`src/core/ids_map.svh`:
```
// constants of the slave download port: subaddresses, sizes, resets
`ifndef IDS_MAP_SVH
`define IDS_MAP_SVH
`define IDS_ADDR_BASE       6'h1A
`define IDS_GEN_CALL        8'h00
`define IDS_SUB_STATUS      8'h02
`define IDS_SUB_BOOT_CTRL   8'h03
`define IDS_SUB_DL_FIRST    8'h10
`define IDS_SUB_DL_LAST     8'h14
`define IDS_SUB_CTRL_FIRST  8'h40
`define IDS_CK_BYTES        16'h0002
`define IDS_CK_FRAME        16'h0008
`define IDS_WB_MCU          3'h1
`define IDS_WB_COEF         3'h4
`define IDS_WB_CORE         3'h6
`define IDS_CTRL_LAST_BYTE  5'h13
`define IDS_ERR_RST         5'h00
`define IDS_ADDR_RST        16'h0000
`define IDS_SEL_RST         1'h0
`endif

```
`src/core/ids_pkg.sv`:
```
// types and decode functions of the slave download port
package ids_pkg;
  `include "ids_map.svh"

  typedef enum logic [2:0] {
    ST_IDLE  = 3'b000,
    ST_ADDR  = 3'b001,
    ST_ACK_A = 3'b010,
    ST_WRITE = 3'b011,
    ST_ACK_W = 3'b100,
    ST_READ  = 3'b101,
    ST_ACK_R = 3'b110,
    ST_WAIT  = 3'b111
  } ids_state_e;

  typedef enum logic [2:0] {
    MEM_MCU_PROG  = 3'b000,
    MEM_MCU_XDATA = 3'b001,
    MEM_CORE_COEF = 3'b010,
    MEM_CORE_DATA = 3'b011,
    MEM_CORE_PROG = 3'b100
  } ids_mem_e;

  typedef struct packed {
    logic        we;
    ids_mem_e    mem;
    logic [15:0] addr;
    logic [47:0] data;
  } ids_mem_wr_s;

  typedef struct packed {
    logic         we;
    logic [7:0]   sub;
    logic [159:0] data;
  } ids_ctrl_wr_s;

  // bytes that make one word of a target memory
  function automatic logic [2:0] ids_word_bytes(input ids_mem_e m);
    case (m)
      MEM_MCU_PROG, MEM_MCU_XDATA: ids_word_bytes = `IDS_WB_MCU;
      MEM_CORE_COEF:               ids_word_bytes = `IDS_WB_COEF;
      default:                     ids_word_bytes = `IDS_WB_CORE;
    endcase
  endfunction

  // download register subaddress to memory type
  function automatic ids_mem_e ids_sub_mem(input logic [7:0] sub);
    ids_sub_mem = ids_mem_e'(3'(sub - `IDS_SUB_DL_FIRST));
  endfunction
endpackage

```
`src/core/ids_slave.sv`:
```
// serial control bus slave with framed memory download
// Functional notes
// - answer at 011010, select bit, r/w bit: four byte addresses
// - select bit loaded after reset from controller, zero by default
// - also answer the broadcast address zero
// - random and sequential subaddress writes both accepted
// - master loads memories, writes control values, reads status
// - controller program memory refuses writes after one load until reset
// - never act as slave while the bus-master function runs
// - block size field counts header, payload and checksum
// - single-word targets carry checksum in a trailing frame's last bytes
// - first word at lowest address, address increments
// - address keeps incrementing across consecutive frames
// - first download byte sets that memory's error bit
// - error bit clears only on complete data and valid checksum
// - header with zero byte count ends the download session
// - status shows boot results until boot control written
// - checksum is low bits of the sum of block bytes
// - checksum sent high byte first
// - acknowledge every written data byte
// - partial control word set discarded at stop or restart
`timescale 1ns/10ps
`include "ids_map.svh"

module ids_slave
  import ids_pkg::*;
(
  input  wire logic         clk_in,
  input  wire logic         srst_in,
  input  wire logic         scl_in,
  input  wire logic         sda_in,
  input  wire logic         master_active_in,
  input  wire logic         address_select_bit_in,
  input  wire logic [7:0]   boot_status_in,
  output logic              sda_out,
  output logic              sda_oe_out,
  output logic              scl_out,
  output logic              scl_oe_out,
  output ids_mem_wr_s       mem_wr_out,
  output ids_ctrl_wr_s      ctrl_wr_out,
  output logic [7:0]        status_out,
  output logic              session_active_out,
  output logic              prog_locked_out
);

  // ****************************************************************
  // pin sampling and bus conditions
  // ****************************************************************
  logic [2:0]  scl_sync_q;
  logic [2:0]  sda_sync_q;
  logic        scl_f_q;
  logic        sda_f_q;
  logic        scl_rise;
  logic        scl_fall;
  logic        start_det;
  logic        stop_det;

  // three stages, a change counts when stages two and three agree
  always_ff @(posedge clk_in) begin : pin_sync
    if (srst_in) begin
      scl_sync_q <= 3'h7;
      sda_sync_q <= 3'h7;
      scl_f_q    <= 1'h1;
      sda_f_q    <= 1'h1;
    end else begin
      scl_sync_q <= {scl_sync_q[1:0], scl_in};
      sda_sync_q <= {sda_sync_q[1:0], sda_in};
      if (scl_sync_q[1] == scl_sync_q[2]) scl_f_q <= scl_sync_q[2];
      if (sda_sync_q[1] == sda_sync_q[2]) sda_f_q <= sda_sync_q[2];
    end
  end

  // edges follow the master's clock only
  assign scl_rise  = (scl_sync_q[1] == scl_sync_q[2]) & scl_sync_q[2] & ~scl_f_q;
  assign scl_fall  = (scl_sync_q[1] == scl_sync_q[2]) & ~scl_sync_q[2] & scl_f_q;
  assign start_det = (sda_sync_q[1] == sda_sync_q[2]) & ~sda_sync_q[2] &
                     sda_f_q & scl_f_q & scl_sync_q[2];
  assign stop_det  = (sda_sync_q[1] == sda_sync_q[2]) & sda_sync_q[2] &
                     ~sda_f_q & scl_f_q & scl_sync_q[2];

  // ****************************************************************
  // address select bit, caught after reset release
  // ****************************************************************
  logic        addr_sel_q;
  logic        strap_done_q;

  always_ff @(posedge clk_in) begin : strap_catch
    if (srst_in) begin
      addr_sel_q   <= `IDS_SEL_RST;
      strap_done_q <= 1'h0;
    end else if (!strap_done_q) begin
      addr_sel_q   <= address_select_bit_in;
      strap_done_q <= 1'h1;
    end
  end

  // ****************************************************************
  // bit engine
  // ****************************************************************
  ids_state_e  st_q;
  logic [3:0]  bitcnt_q;
  logic [7:0]  sr_q;
  logic [7:0]  tx_q;
  logic        rw_q;
  logic        nack_q;
  logic        sda_oe_q;
  logic        addr_hit;
  logic        byte_stb;
  logic        rd_load;
  logic [7:0]  rd_byte;

  // own address or broadcast write
  assign addr_hit = (sr_q[7:1] == {`IDS_ADDR_BASE, addr_sel_q}) |
                    (sr_q == `IDS_GEN_CALL);
  assign byte_stb = scl_fall & (st_q == ST_WRITE) & (bitcnt_q == 4'h8);
  assign rd_load  = scl_fall & rw_q &
                    ((st_q == ST_ACK_A) | (st_q == ST_ACK_R & ~nack_q));

  // slave idles while the bus-master function runs
  always_ff @(posedge clk_in) begin : bit_engine
    if (srst_in || master_active_in) begin
      st_q     <= ST_IDLE;
      bitcnt_q <= 4'h0;
      sr_q     <= 8'h00;
      tx_q     <= 8'h00;
      rw_q     <= 1'h0;
      nack_q   <= 1'h0;
      sda_oe_q <= 1'h0;
    end else if (start_det) begin
      st_q     <= ST_ADDR;
      bitcnt_q <= 4'h0;
      sda_oe_q <= 1'h0;
    end else if (stop_det) begin
      st_q     <= ST_IDLE;
      sda_oe_q <= 1'h0;
    end else if (scl_rise) begin
      if (st_q == ST_ADDR || st_q == ST_WRITE) begin
        sr_q     <= {sr_q[6:0], sda_f_q};
        bitcnt_q <= bitcnt_q + 4'h1;
      end else if (st_q == ST_READ) begin
        bitcnt_q <= bitcnt_q + 4'h1;
      end else if (st_q == ST_ACK_R) begin
        nack_q   <= sda_f_q;
      end
    end else if (scl_fall) begin
      unique case (st_q)
        ST_ADDR: begin
          if (bitcnt_q == 4'h8) begin
            st_q     <= addr_hit ? ST_ACK_A : ST_WAIT;
            sda_oe_q <= addr_hit;
            rw_q     <= sr_q[0];
          end
        end
        ST_WRITE: begin
          if (bitcnt_q == 4'h8) begin
            st_q     <= ST_ACK_W;
            sda_oe_q <= 1'h1;
          end
        end
        ST_ACK_A, ST_ACK_W, ST_ACK_R: begin
          bitcnt_q <= 4'h0;
          if (st_q == ST_ACK_R && nack_q) begin
            st_q     <= ST_WAIT;
            sda_oe_q <= 1'h0;
          end else if (rw_q) begin
            st_q     <= ST_READ;
            tx_q     <= rd_byte;
            sda_oe_q <= ~rd_byte[7];
          end else begin
            st_q     <= ST_WRITE;
            sda_oe_q <= 1'h0;
          end
        end
        ST_READ: begin
          if (bitcnt_q == 4'h8) begin
            st_q     <= ST_ACK_R;
            sda_oe_q <= 1'h0;
          end else begin
            tx_q     <= {tx_q[6:0], 1'h0};
            sda_oe_q <= ~tx_q[6];
          end
        end
        ST_IDLE, ST_WAIT: begin
          sda_oe_q <= 1'h0;
        end
      endcase
    end
  end

  // ****************************************************************
  // subaddress, boot control and status read
  // ****************************************************************
  logic [7:0]  sub_q;
  logic        sub_seen_q;
  logic        boot_seen_q;
  logic [7:0]  rd_idx_q;
  logic [7:0]  status_q;
  logic [4:0]  err_q;
  logic        lock_q;
  logic        session_q;
  logic [7:0]  status_view;

  // boot results until boot control written
  assign status_view = boot_seen_q ? {lock_q, session_q, 1'h0, err_q}
                                   : boot_status_in;
  // status byte first, then zero bytes for later reads and other subaddresses
  assign rd_byte = (sub_q == `IDS_SUB_STATUS && rd_idx_q == 8'h00) ?
                   status_q : 8'h00;

  always_ff @(posedge clk_in) begin : sub_track
    if (srst_in) begin
      sub_q       <= 8'h00;
      sub_seen_q  <= 1'h0;
      boot_seen_q <= 1'h0;
      rd_idx_q    <= 8'h00;
      status_q    <= 8'h00;
    end else begin
      status_q <= status_view;
      if (start_det) begin
        sub_seen_q <= 1'h0;
        rd_idx_q   <= 8'h00;
      end else if (byte_stb && !sub_seen_q) begin
        sub_q      <= sr_q;
        sub_seen_q <= 1'h1;
        if (sr_q == `IDS_SUB_BOOT_CTRL) boot_seen_q <= 1'h1;
      end else if (rd_load && st_q == ST_ACK_R) begin
        rd_idx_q <= rd_idx_q + 8'h01;
      end
    end
  end

  // ****************************************************************
  // framed download
  // ****************************************************************
  logic        dl_sel;
  ids_mem_e    mem;
  logic        refuse;
  logic [15:0] fcnt_q;
  logic [15:0] size_q;
  logic [15:0] sum_q;
  logic [7:0]  ckhi_q;
  logic [47:0] wacc_q;
  logic [2:0]  wcnt_q;
  logic [15:0] addr_q;
  logic        word_done;
  logic        ck_frame;
  logic [15:0] data_end;
  ids_mem_wr_s mem_wr_q;

  assign dl_sel = sub_seen_q & (sub_q >= `IDS_SUB_DL_FIRST) &
                  (sub_q <= `IDS_SUB_DL_LAST);
  assign mem    = ids_sub_mem(sub_q);
  assign refuse = lock_q & (mem == MEM_MCU_PROG);
  assign word_done = (wcnt_q + 3'h1) == ids_word_bytes(mem);
  // single-word targets end with a separate eight-byte checksum frame
  assign ck_frame  = ids_word_bytes(mem) == `IDS_WB_CORE;
  assign data_end  = size_q - (ck_frame ? `IDS_CK_FRAME : `IDS_CK_BYTES);

  always_ff @(posedge clk_in) begin : download
    if (srst_in) begin
      fcnt_q    <= 16'h0000;
      size_q    <= 16'h0000;
      sum_q     <= 16'h0000;
      ckhi_q    <= 8'h00;
      wacc_q    <= 48'h000000000000;
      wcnt_q    <= 3'h0;
      addr_q    <= `IDS_ADDR_RST;
      err_q     <= `IDS_ERR_RST;
      lock_q    <= 1'h0;
      session_q <= 1'h0;
      mem_wr_q  <= '0;
    end else begin
      mem_wr_q.we <= 1'h0;
      if (start_det) begin
        fcnt_q <= 16'h0000;
        wcnt_q <= 3'h0;
        wacc_q <= 48'h000000000000;
      end else if (byte_stb && dl_sel) begin
        fcnt_q <= fcnt_q + 16'h0001;
        if (fcnt_q == 16'h0000) begin
          size_q[15:8] <= sr_q;
          sum_q        <= {8'h00, sr_q};
          session_q    <= 1'h1;
          if (!refuse) err_q[mem] <= 1'h1;
        end else if (fcnt_q == 16'h0001) begin
          size_q[7:0] <= sr_q;
          sum_q       <= sum_q + {8'h00, sr_q};
          if (size_q[15:8] == 8'h00 && sr_q == 8'h00) begin
            session_q <= 1'h0;
            addr_q    <= `IDS_ADDR_RST;
          end
        end else if (size_q != 16'h0000 && fcnt_q < data_end) begin
          sum_q  <= sum_q + {8'h00, sr_q};
          // cleared per word so data stays right-aligned
          wacc_q <= word_done ? 48'h000000000000 : {wacc_q[39:0], sr_q};
          wcnt_q <= word_done ? 3'h0 : wcnt_q + 3'h1;
          if (word_done && !refuse) begin
            mem_wr_q.we   <= 1'h1;
            mem_wr_q.mem  <= mem;
            mem_wr_q.addr <= addr_q;
            mem_wr_q.data <= {wacc_q[39:0], sr_q};
            addr_q        <= addr_q + 16'h0001;
          end
        end else if (size_q != 16'h0000 &&
                     fcnt_q < size_q - `IDS_CK_BYTES) begin
          sum_q <= sum_q + {8'h00, sr_q}; // fill of checksum frame
        end else if (fcnt_q == size_q - `IDS_CK_BYTES) begin
          ckhi_q <= sr_q;
        end else if (fcnt_q == size_q - 16'h0001) begin
          // trailing checksum frame or shared last word
          if ({ckhi_q, sr_q} == sum_q && wcnt_q == 3'h0 && !refuse) begin
            err_q[mem] <= 1'h0;
            if (mem == MEM_MCU_PROG) lock_q <= 1'h1;
          end
        end
      end
    end
  end

  // ****************************************************************
  // control value writes, whole word sets only
  // ****************************************************************
  logic [159:0] cbuf_q;
  logic [4:0]   cbyte_q;
  logic [7:0]   csub_q;
  ids_ctrl_wr_s ctrl_wr_q;

  always_ff @(posedge clk_in) begin : ctrl_path
    if (srst_in) begin
      cbuf_q    <= 160'h0;
      cbyte_q   <= 5'h00;
      csub_q    <= 8'h00;
      ctrl_wr_q <= '0;
    end else begin
      ctrl_wr_q.we <= 1'h0;
      if (start_det || stop_det) begin
        cbyte_q <= 5'h00;
      end else if (byte_stb && !sub_seen_q) begin
        csub_q  <= sr_q;
        cbyte_q <= 5'h00;
      end else if (byte_stb && sub_q >= `IDS_SUB_CTRL_FIRST) begin
        cbuf_q <= {cbuf_q[151:0], sr_q};
        if (cbyte_q == `IDS_CTRL_LAST_BYTE) begin
          ctrl_wr_q.we   <= 1'h1;
          ctrl_wr_q.sub  <= csub_q;
          ctrl_wr_q.data <= {cbuf_q[151:0], sr_q};
          csub_q         <= csub_q + 8'h01;
          cbyte_q        <= 5'h00;
        end else begin
          cbyte_q <= cbyte_q + 5'h01;
        end
      end
    end
  end

  // ****************************************************************
  // outputs
  // ****************************************************************
  assign sda_out            = 1'h0;
  assign sda_oe_out         = sda_oe_q;
  assign scl_out            = 1'h0;
  assign scl_oe_out         = 1'h0;
  assign mem_wr_out         = mem_wr_q;
  assign ctrl_wr_out        = ctrl_wr_q;
  assign status_out         = status_q;
  assign session_active_out = session_q;
  assign prog_locked_out    = lock_q;
endmodule // ids_slave

```
`config.mk`:
```
export PLATFORM = sky130hd
export DESIGN_NAME = ids_slave
export DESIGN_NICKNAME = d
export VERILOG_FILES = /design/src/core/ids_pkg.sv /design/src/core/ids_slave.sv
export VERILOG_INCLUDE_DIRS = /design/src /design/src/core
export SDC_FILE = /design/constraint.sdc
export NUM_CORES = 1
export LEC_CHECK = 0
export BUFFER_PORTS_ARGS = -buffer_cell sky130_fd_sc_hd__buf_2
export CAP_MARGIN = 20
export CORE_MARGIN = 8
export CORE_UTILIZATION = 45
export CTS_CLUSTER_DIAMETER = 40
export CTS_CLUSTER_SIZE = 28
export DETAILED_ROUTE_END_ITERATION = 10
export PLACE_DENSITY = 0.73
export REMOVE_ABC_BUFFERS = 1
export SLEW_MARGIN = 20
export SYNTH_ARGS = -nofsm -noshare
export SYNTH_HDL_FRONTEND = slang
export SYNTH_SLANG_ARGS = --single-unit
export TNS_END_PERCENT = 20
```
`constraint.sdc`:
```
create_clock -name clk_in -period 5.79 [get_ports clk_in]
set_input_delay 0.579 -clock clk_in [delete_from_list [all_inputs] [get_ports clk_in]]
set_output_delay 0.579 -clock clk_in [all_outputs]
set_load 0.1 [all_outputs]
```
==> impl_metrics.toml, run 1 <==
[power_and_ir_drop]
p_switching_uw = 2188
pwr-share-seq_pct = 40.8
power_density_nw_per_um2 = 341.9
ir_worst_vdd_uv = 234.2
pwr-share-comb_pct = 1.3
totalPowerFinal_uw = 9895
pwr-share-clk_pct = 57.9
leakage_uw = 0.01176
switching_share_pct = 22.11
p_int_uw = 7707

[synth]
ys_warn_count = 0
ys_seq_area_share_pct = 48.80
avgSynthCellArea_um2 = 8.141
synth_compound_area_share_pct = 13.30
synth_top_area_share_pct = 48.80
synthAdderAreaFrac_pct = 3.316
synthFlopType = "dfxtp_1"
synth_area_leader_cell = "dfxtp_1"
yosys-top-cells-area = "dfxtp_1, nand2_1, a21oi_1, mux2i_1, ha_1"
synth_top_family_by_area = "simple AND/OR/NAND/NOR gates"
ys_async_sr_fraction_pct = 0
yosysUniqueCellTypes = 79
netlist_instances = 2948
syn_area_um2 = 24000
synth_xor_xnor_area_share_pct = 3.102
synth_edf_count = 0
muxShareOfSynthArea_pct = 4.223
synthSimpleGateAreaFrac_pct = 23.25
synth.ff_latch_count = 585

[setup_path]
crit_path_start_kind = "flop"
startpoint = "sub_q[0]$_SDFFE_PP0P_"
cp.required_ns = 6.27
r2r_cells = 15
reg2reg_from = "sub_q[0]$_SDFFE_PP0P_"
cp-end-kind = "flop"
crit_fanout = 44
rrSetupSlack_ns = 0.79
critPathKind = "reg -> reg"
worstPathArrival_ns = 5.48
regToRegEndpoint = "wcnt_q[2]$_SDFFE_PP0P_"

[floorplanning]
die_w_um = 246.9
initial_core_util_pct = 45.58
core_area_um2 = 52660
die_y_um = 246.9
rows = 84
ios = 265
die_area_um2 = 60980

[cts]
cts_sinks = 585
post-cts-setup-buffers = 0
cts_tree = "built"
path_clk_slew_ns = 0.07
clk_latency_ns = 0.64
postCtsHoldBufs = 0
clk_path_buf_depth = 3
cts_resized = 0
htree_levels = 3
numCtsBuffers = 85
root_buffer = "clkbuf_16"

[routing]
firstDrtPassIters = 6
antenna_left = 0
drt-initial-drc-count = 1632
drc = 0
vias = 20539
wirelength_mm = 62.97
viasPerCell = 5.295
routedWlPerCell_um = 16.23

[placed_design]
hpwl_mm = 40.53
port_buffers = 261
gp_congestion = 0.9079

[global_route]
track_usage_pct = 19.80
grt_pass1_wl_mm = 100.4
grt_max_degree = 165
antenna_found_initial = 0
grt-ovfl-total = 0
grt_pass1_vias = 18787

[cells_and_area]
diodes = 0
drive_gt1_share_pct = 15.14
fin_nets = 3196
synthToLayoutAreaGrowth_pct = 20.59
fillers = 4814

[timing]
final_max_slew_viol_count = 0
fmax_mhz = 200.1
fin_crit_ns = 4.996
worstMarginPinSlew_ns = 1.018
holdWs_ns = 0.1297
finalSetupViolCount = 0
rsz0062_at_grt = "false"
hold_violations = 0
post-route-period-util_pct = 86.29
fin_worst_skew_ns = 0.05330
maxSlewHeadroom_pct = 32.11

[run]
maxCapViolations = 0

[hold_path]
whs_path_depth = 2
min-delay-start = "sda_in"
min_to = "sda_sync_q[0]$_SDFF_PP1_"
hold_class = "in -> reg"

[status]
status = "completed"
stage by stage:
| stage | area, um2 | setup TNS (ns) | setup slack (ns) | util, % | instances |
|---|---|---|---|---|---|
| finish | 28940 | 0 | 0.7937 | 54.96 | 3879 |
| global route | 28940 | 0 | 0.5345 | 54.96 | 3879 |
| floorplan | 23170 | -811.12 | -3.505 | - | 2744 |
| detailed placement | 25640 | 0 | 0.9024 | 48.69 | 3719 |
| CTS | 28900 | 0 | 0.8512 | 54.88 | 3878 |
| global placement | 25640 | 0 | 0.9049 | 48.69 | 3719 |
state kept, by name (all words and copies together), names as in the netlist, 3 cells and up, named ones only:
| register | flops |
|---|---|
| csub_q | 8 |
| sub_q | 8 |
| addr_q | 16 |
| ctrl_wr_out | 169 |
| status_out | 8 |
| tx_q | 7 |
| bitcnt_q | 4 |
| st_q | 3 |
| sum_q | 16 |
| sr_q | 8 |
| size_q | 16 |
| cbuf_q | 152 |
| sda_sync_q | 3 |
| wacc_q | 40 |
| fcnt_q | 16 |
| cbyte_q | 5 |
| wcnt_q | 3 |
| rd_idx_q | 8 |
| ckhi_q | 8 |
| scl_sync_q | 3 |
| mem_wr_out | 68 |
cell type report:
cell class / instances / area, um2 / area share [%]
clock buffer: 100 / 2295 / 7.929
inverter: 32 / 120.1 / 0.4150
sequential: 585 / 11710 / 40.47
tap: 688 / 860.8 / 2.974
clock inverter: 59 / 963.4 / 3.329
multi-input combinational: 2127 / 11400 / 39.38
timing repair buffer: 288 / 1593 / 5.504
cells in the final DEF, fill, tap and decap left out, types with 21 or more instances in the layout:
cell type / count
nand4_1: 35
a21oi_1: 451
clkbuf_16: 86
nand2_1: 812
xnor2_1: 36
nor3_1: 21
ha_1: 62
or3_1: 22
nand3_1: 91
buf_2: 260
xor2_1: 49
o21ai_0: 35
buf_4: 21
inv_1: 32
mux2i_1: 99
nor2_1: 191
dfxtp_1: 585
cells by family (layout without fill, tap and decap cells):
family / after synthesis / count (layout)
and+or+nand+nor: 1295 / 1295
DFF: 585 / 585
AOI/OAI and AO/OA: 580 / 580
buffers and inverters: 238 / 479
muxes: 101 / 101
xor gates and xnor gates: 85 / 85
adders and majority gates: 63 / 63
other: 1 / 3
worst max path at each step:
stage                     slack [ns]  depth (start not counted)                            end
after global placement          0.90                         15         wcnt_q[2]$_SDFFE_PP0P_
after CTS                       0.85                         15         wcnt_q[2]$_SDFFE_PP0P_
final                           0.79                         15         wcnt_q[2]$_SDFFE_PP0P_
after detailed placement        0.90                         15         wcnt_q[2]$_SDFFE_PP0P_
after floorplan                -3.50                          9  ctrl_wr_out[166]$_SDFFE_PP0P_
after global routing            0.53                         15         wcnt_q[2]$_SDFFE_PP0P_
critical path, cell delays in order (launching register included):
cell	delay, ns
dfxtp_1	0.58
a21oi_1	0.23
ha_1	0.36
nor2b_1	0.14
nor3_1	0.34
and3_1	0.29
nand2_1	0.08
xor2_1	0.14
ha_1	0.32
a21oi_1	0.15
o21ai_0	0.15
o31ai_1	0.47
nand2_1	0.16
or4_2	1.00
o21ai_0	0.31
a21oi_1	0.08
synth_stat cells (20+ instances only):
cell,count
xnor2_1,36
xor2_1,49
buf_2,31
nor3_1,22
o21ai_0,35
nand4_1,35
nor4_1,20
ha_1,62
or3_1,22
nand2_1,814
mux2i_1,99
clkbuf_1,158
inv_1,32
dfxtp_1,585
nand3_1,92
nor2_1,193
a21oi_1,451
metal layers:
layer	GRT usage [%]	vias to the layer above	routed length [um]
li1	-	10282	-
met1	25.97	9544	27180
met2	31.62	595	29140
met3	5.158	118	5006
met4	6.235	0	1646
met5	0	-	0
power groups by stage:
stage / clock [uW] / combinational (uW) / sequential (uW)
after detailed placement: 0 / 125 / 4120
after floorplan: 0 / 30.3 / 4150
after global routing: 6030 / 133 / 4040
final: 5730 / 124 / 4040
after global placement: 0 / 125 / 4120
after CTS: 5840 / 125 / 4040
(Power assumes the default switching activity.)
==> run 2: changes to the inputs <==
- CORE_UTILIZATION: 45 -> 55
- CTS_CLUSTER_SIZE: 28 -> not set
- PLACE_DENSITY: 0.73 -> 0.85
==> impl_metrics.toml, run 2 (synthesis gave the netlist of run 1 again) <==
[status]
status = "completed"

[setup_path]
critPathKind = "reg -> reg"
cp_slowest_stage_delay_ns = 0.60
path_delay_family = "simple AND/OR/NAND/NOR gates"
crit_fanout = 13
cp.required_ns = 6.30
crit_path_top_delay_cell = "dfxtp_1"
worstPathArrival_ns = 5.43
cp_common_cell = "a21oi_1"
crit_path_start_kind = "flop"
critical_path.cell_chain = "a21oi_1 -> ha_1 -> nor2b_1 -> nor3_1 -> and2_1 -> nand4_1 -> xor2_1 -> ha_1 -> a21oi_1 -> o211a_2 -> or4b_1 -> a211oi_2 -> nand2_2 -> or4_1 -> a21oi_1"
critical_path_buf_inv_count = 0
cp-end-kind = "flop"

[cts]
postCtsHoldBufs = 0
post-cts-setup-buffers = 0
cts_tree = "built"
root_buffer = "clkbuf_16"
cts_sinks = 585
cts_resized = 0
htree_levels = 3
clk_path_buf_depth = 3
clk_latency_ns = 0.61
path_clk_slew_ns = 0.06
numCtsBuffers = 78

[global_route]
grt_pass1_wl_mm = 102.0
track_usage_pct = 24.02
grt_pass1_vias = 19964
antenna_found_initial = 0
grt_max_degree = 193
grt-ovfl-total = 0

[timing]
timing.final.ws_setup_ns = 0.8673
hold_violations = 0
fmax_mhz = 203.1
fin_crit_ns = 4.923
fin_worst_skew_ns = 0.03343
post-route-period-util_pct = 85.02
final_max_slew_viol_count = 0
worstMarginPinSlew_ns = 1.068
rsz0062_at_grt = "false"
maxSlewHeadroom_pct = 28.72
setup_tns_ns = 0
finalSetupViolCount = 0

[routing]
antenna_left = 0
vias = 21071
firstDrtPassIters = 6
wl_met1_mm = 27.35
wirelength_mm = 63.49
drc = 0
dr_wl_met2_mm = 29.92
highest_layer = "met4"
drt-initial-drc-count = 2178
wl_met3_mm = 4.452
viasPerCell = 5.610
routedWlPerCell_um = 16.90

[floorplanning]
initial_core_util_pct = 55.71
die_area_um2 = 50580
die_w_um = 224.9
die_y_um = 224.9
core_area_um2 = 43080
rows = 76
ios = 265

[cells_and_area]
final_cell_mix = "nand2_1, dfxtp_1, a21oi_1"
final_common_cell = "nand2_1"
fillers = 3420
drive_gt1_share_pct = 14.51
fin_nets = 3186
utilization_pct = 65.53
largest_reg_flops = 169
diodes = 0
synthToLayoutAreaGrowth_pct = 17.62

[placed_design]
dp_worst_setup_slack_ns = 0.8455
hpwl_mm = 40.24
port_buffers = 261
gp_congestion = 0.9730

[hold_path]
hold_class = "in -> reg"

[run]
maxCapViolations = 0

[power_and_ir_drop]
ir_worst_vdd_uv = 275.7
leakage_uw = 0.01147
power_density_nw_per_um2 = 321.4
==> run 2: cell types whose count changed in the layout (fill, tap and decap cells not counted), sizes merged <==
cell      before  now
bufinv        16    7
clkbuf       100   91
clkinv        19   12
inv           53   58
buf          288  285
clkinvlp       3    6
==> run 2: power by group <==
group          leakage (uW)  total [uW]  internal (uW)  switching, uW
combinational       0.00544         125           17.0            108
clock               0.00131        4910           2970           1940
sequential          0.00471        4040           4030           4.22
==> run 2: layout make-up <==
cell class	instances	area, um2	area share (%)
sequential	585	11710	41.49
multi-input combinational	2127	11400	40.37
clock buffer	91	2072	7.340
timing repair buffer	285	1559	5.523
tap	585	732.0	2.593
clock inverter	51	638.1	2.261
inverter	32	120.1	0.4255
==> run 2: worst register-to-register path, stage by stage (launching register included) <==
cell	delay [ns]
dfxtp_1	0.60
a21oi_1	0.23
ha_1	0.37
nor2b_1	0.15
nor3_1	0.31
and2_1	0.23
nand4_1	0.12
xor2_1	0.19
ha_1	0.31
a21oi_1	0.15
o211a_2	0.28
or4b_1	0.52
a211oi_2	0.46
nand2_2	0.22
or4_1	0.51
a21oi_1	0.17
==> run 2: metrics by stage <==
step / std cells / hold WS [ns] / cell area [um2] / total power, uW
after floorplan: 2744 / 0.3895 / 23170 / 4175
after global placement: 3614 / 0.3921 / 25510 / 4247
after detailed placement: 3614 / 0.4051 / 25520 / 4249
after CTS: 3756 / 0.1324 / 28230 / 9131
after global routing: 3756 / 0.1383 / 28230 / 9333
final: 3756 / 0.1574 / 28230 / 9071
==> run 2: final timing paths <==
path,startpoint,to,slack (ns),cells after the start
max,sub_q[0]$_SDFFE_PP0P_,addr_q[15]$_SDFFE_PP0P_,0.87,15
min,scl_in,scl_sync_q[0]$_SDFF_PP1_,0.16,2
max reg2reg,sub_q[0]$_SDFFE_PP0P_,addr_q[15]$_SDFFE_PP0P_,0.87,15
min reg2reg,sda_sync_q[0]$_SDFF_PP1_,sda_sync_q[1]$_SDFF_PP1_,0.41,1
==> run 2: routing by layer <==
metal,up-vias,global-route usage (%)
met1,9865,30.94
met4,0,9.074
met2,773,39.68
li1,10289,-
met3,144,4.528
met5,-,0
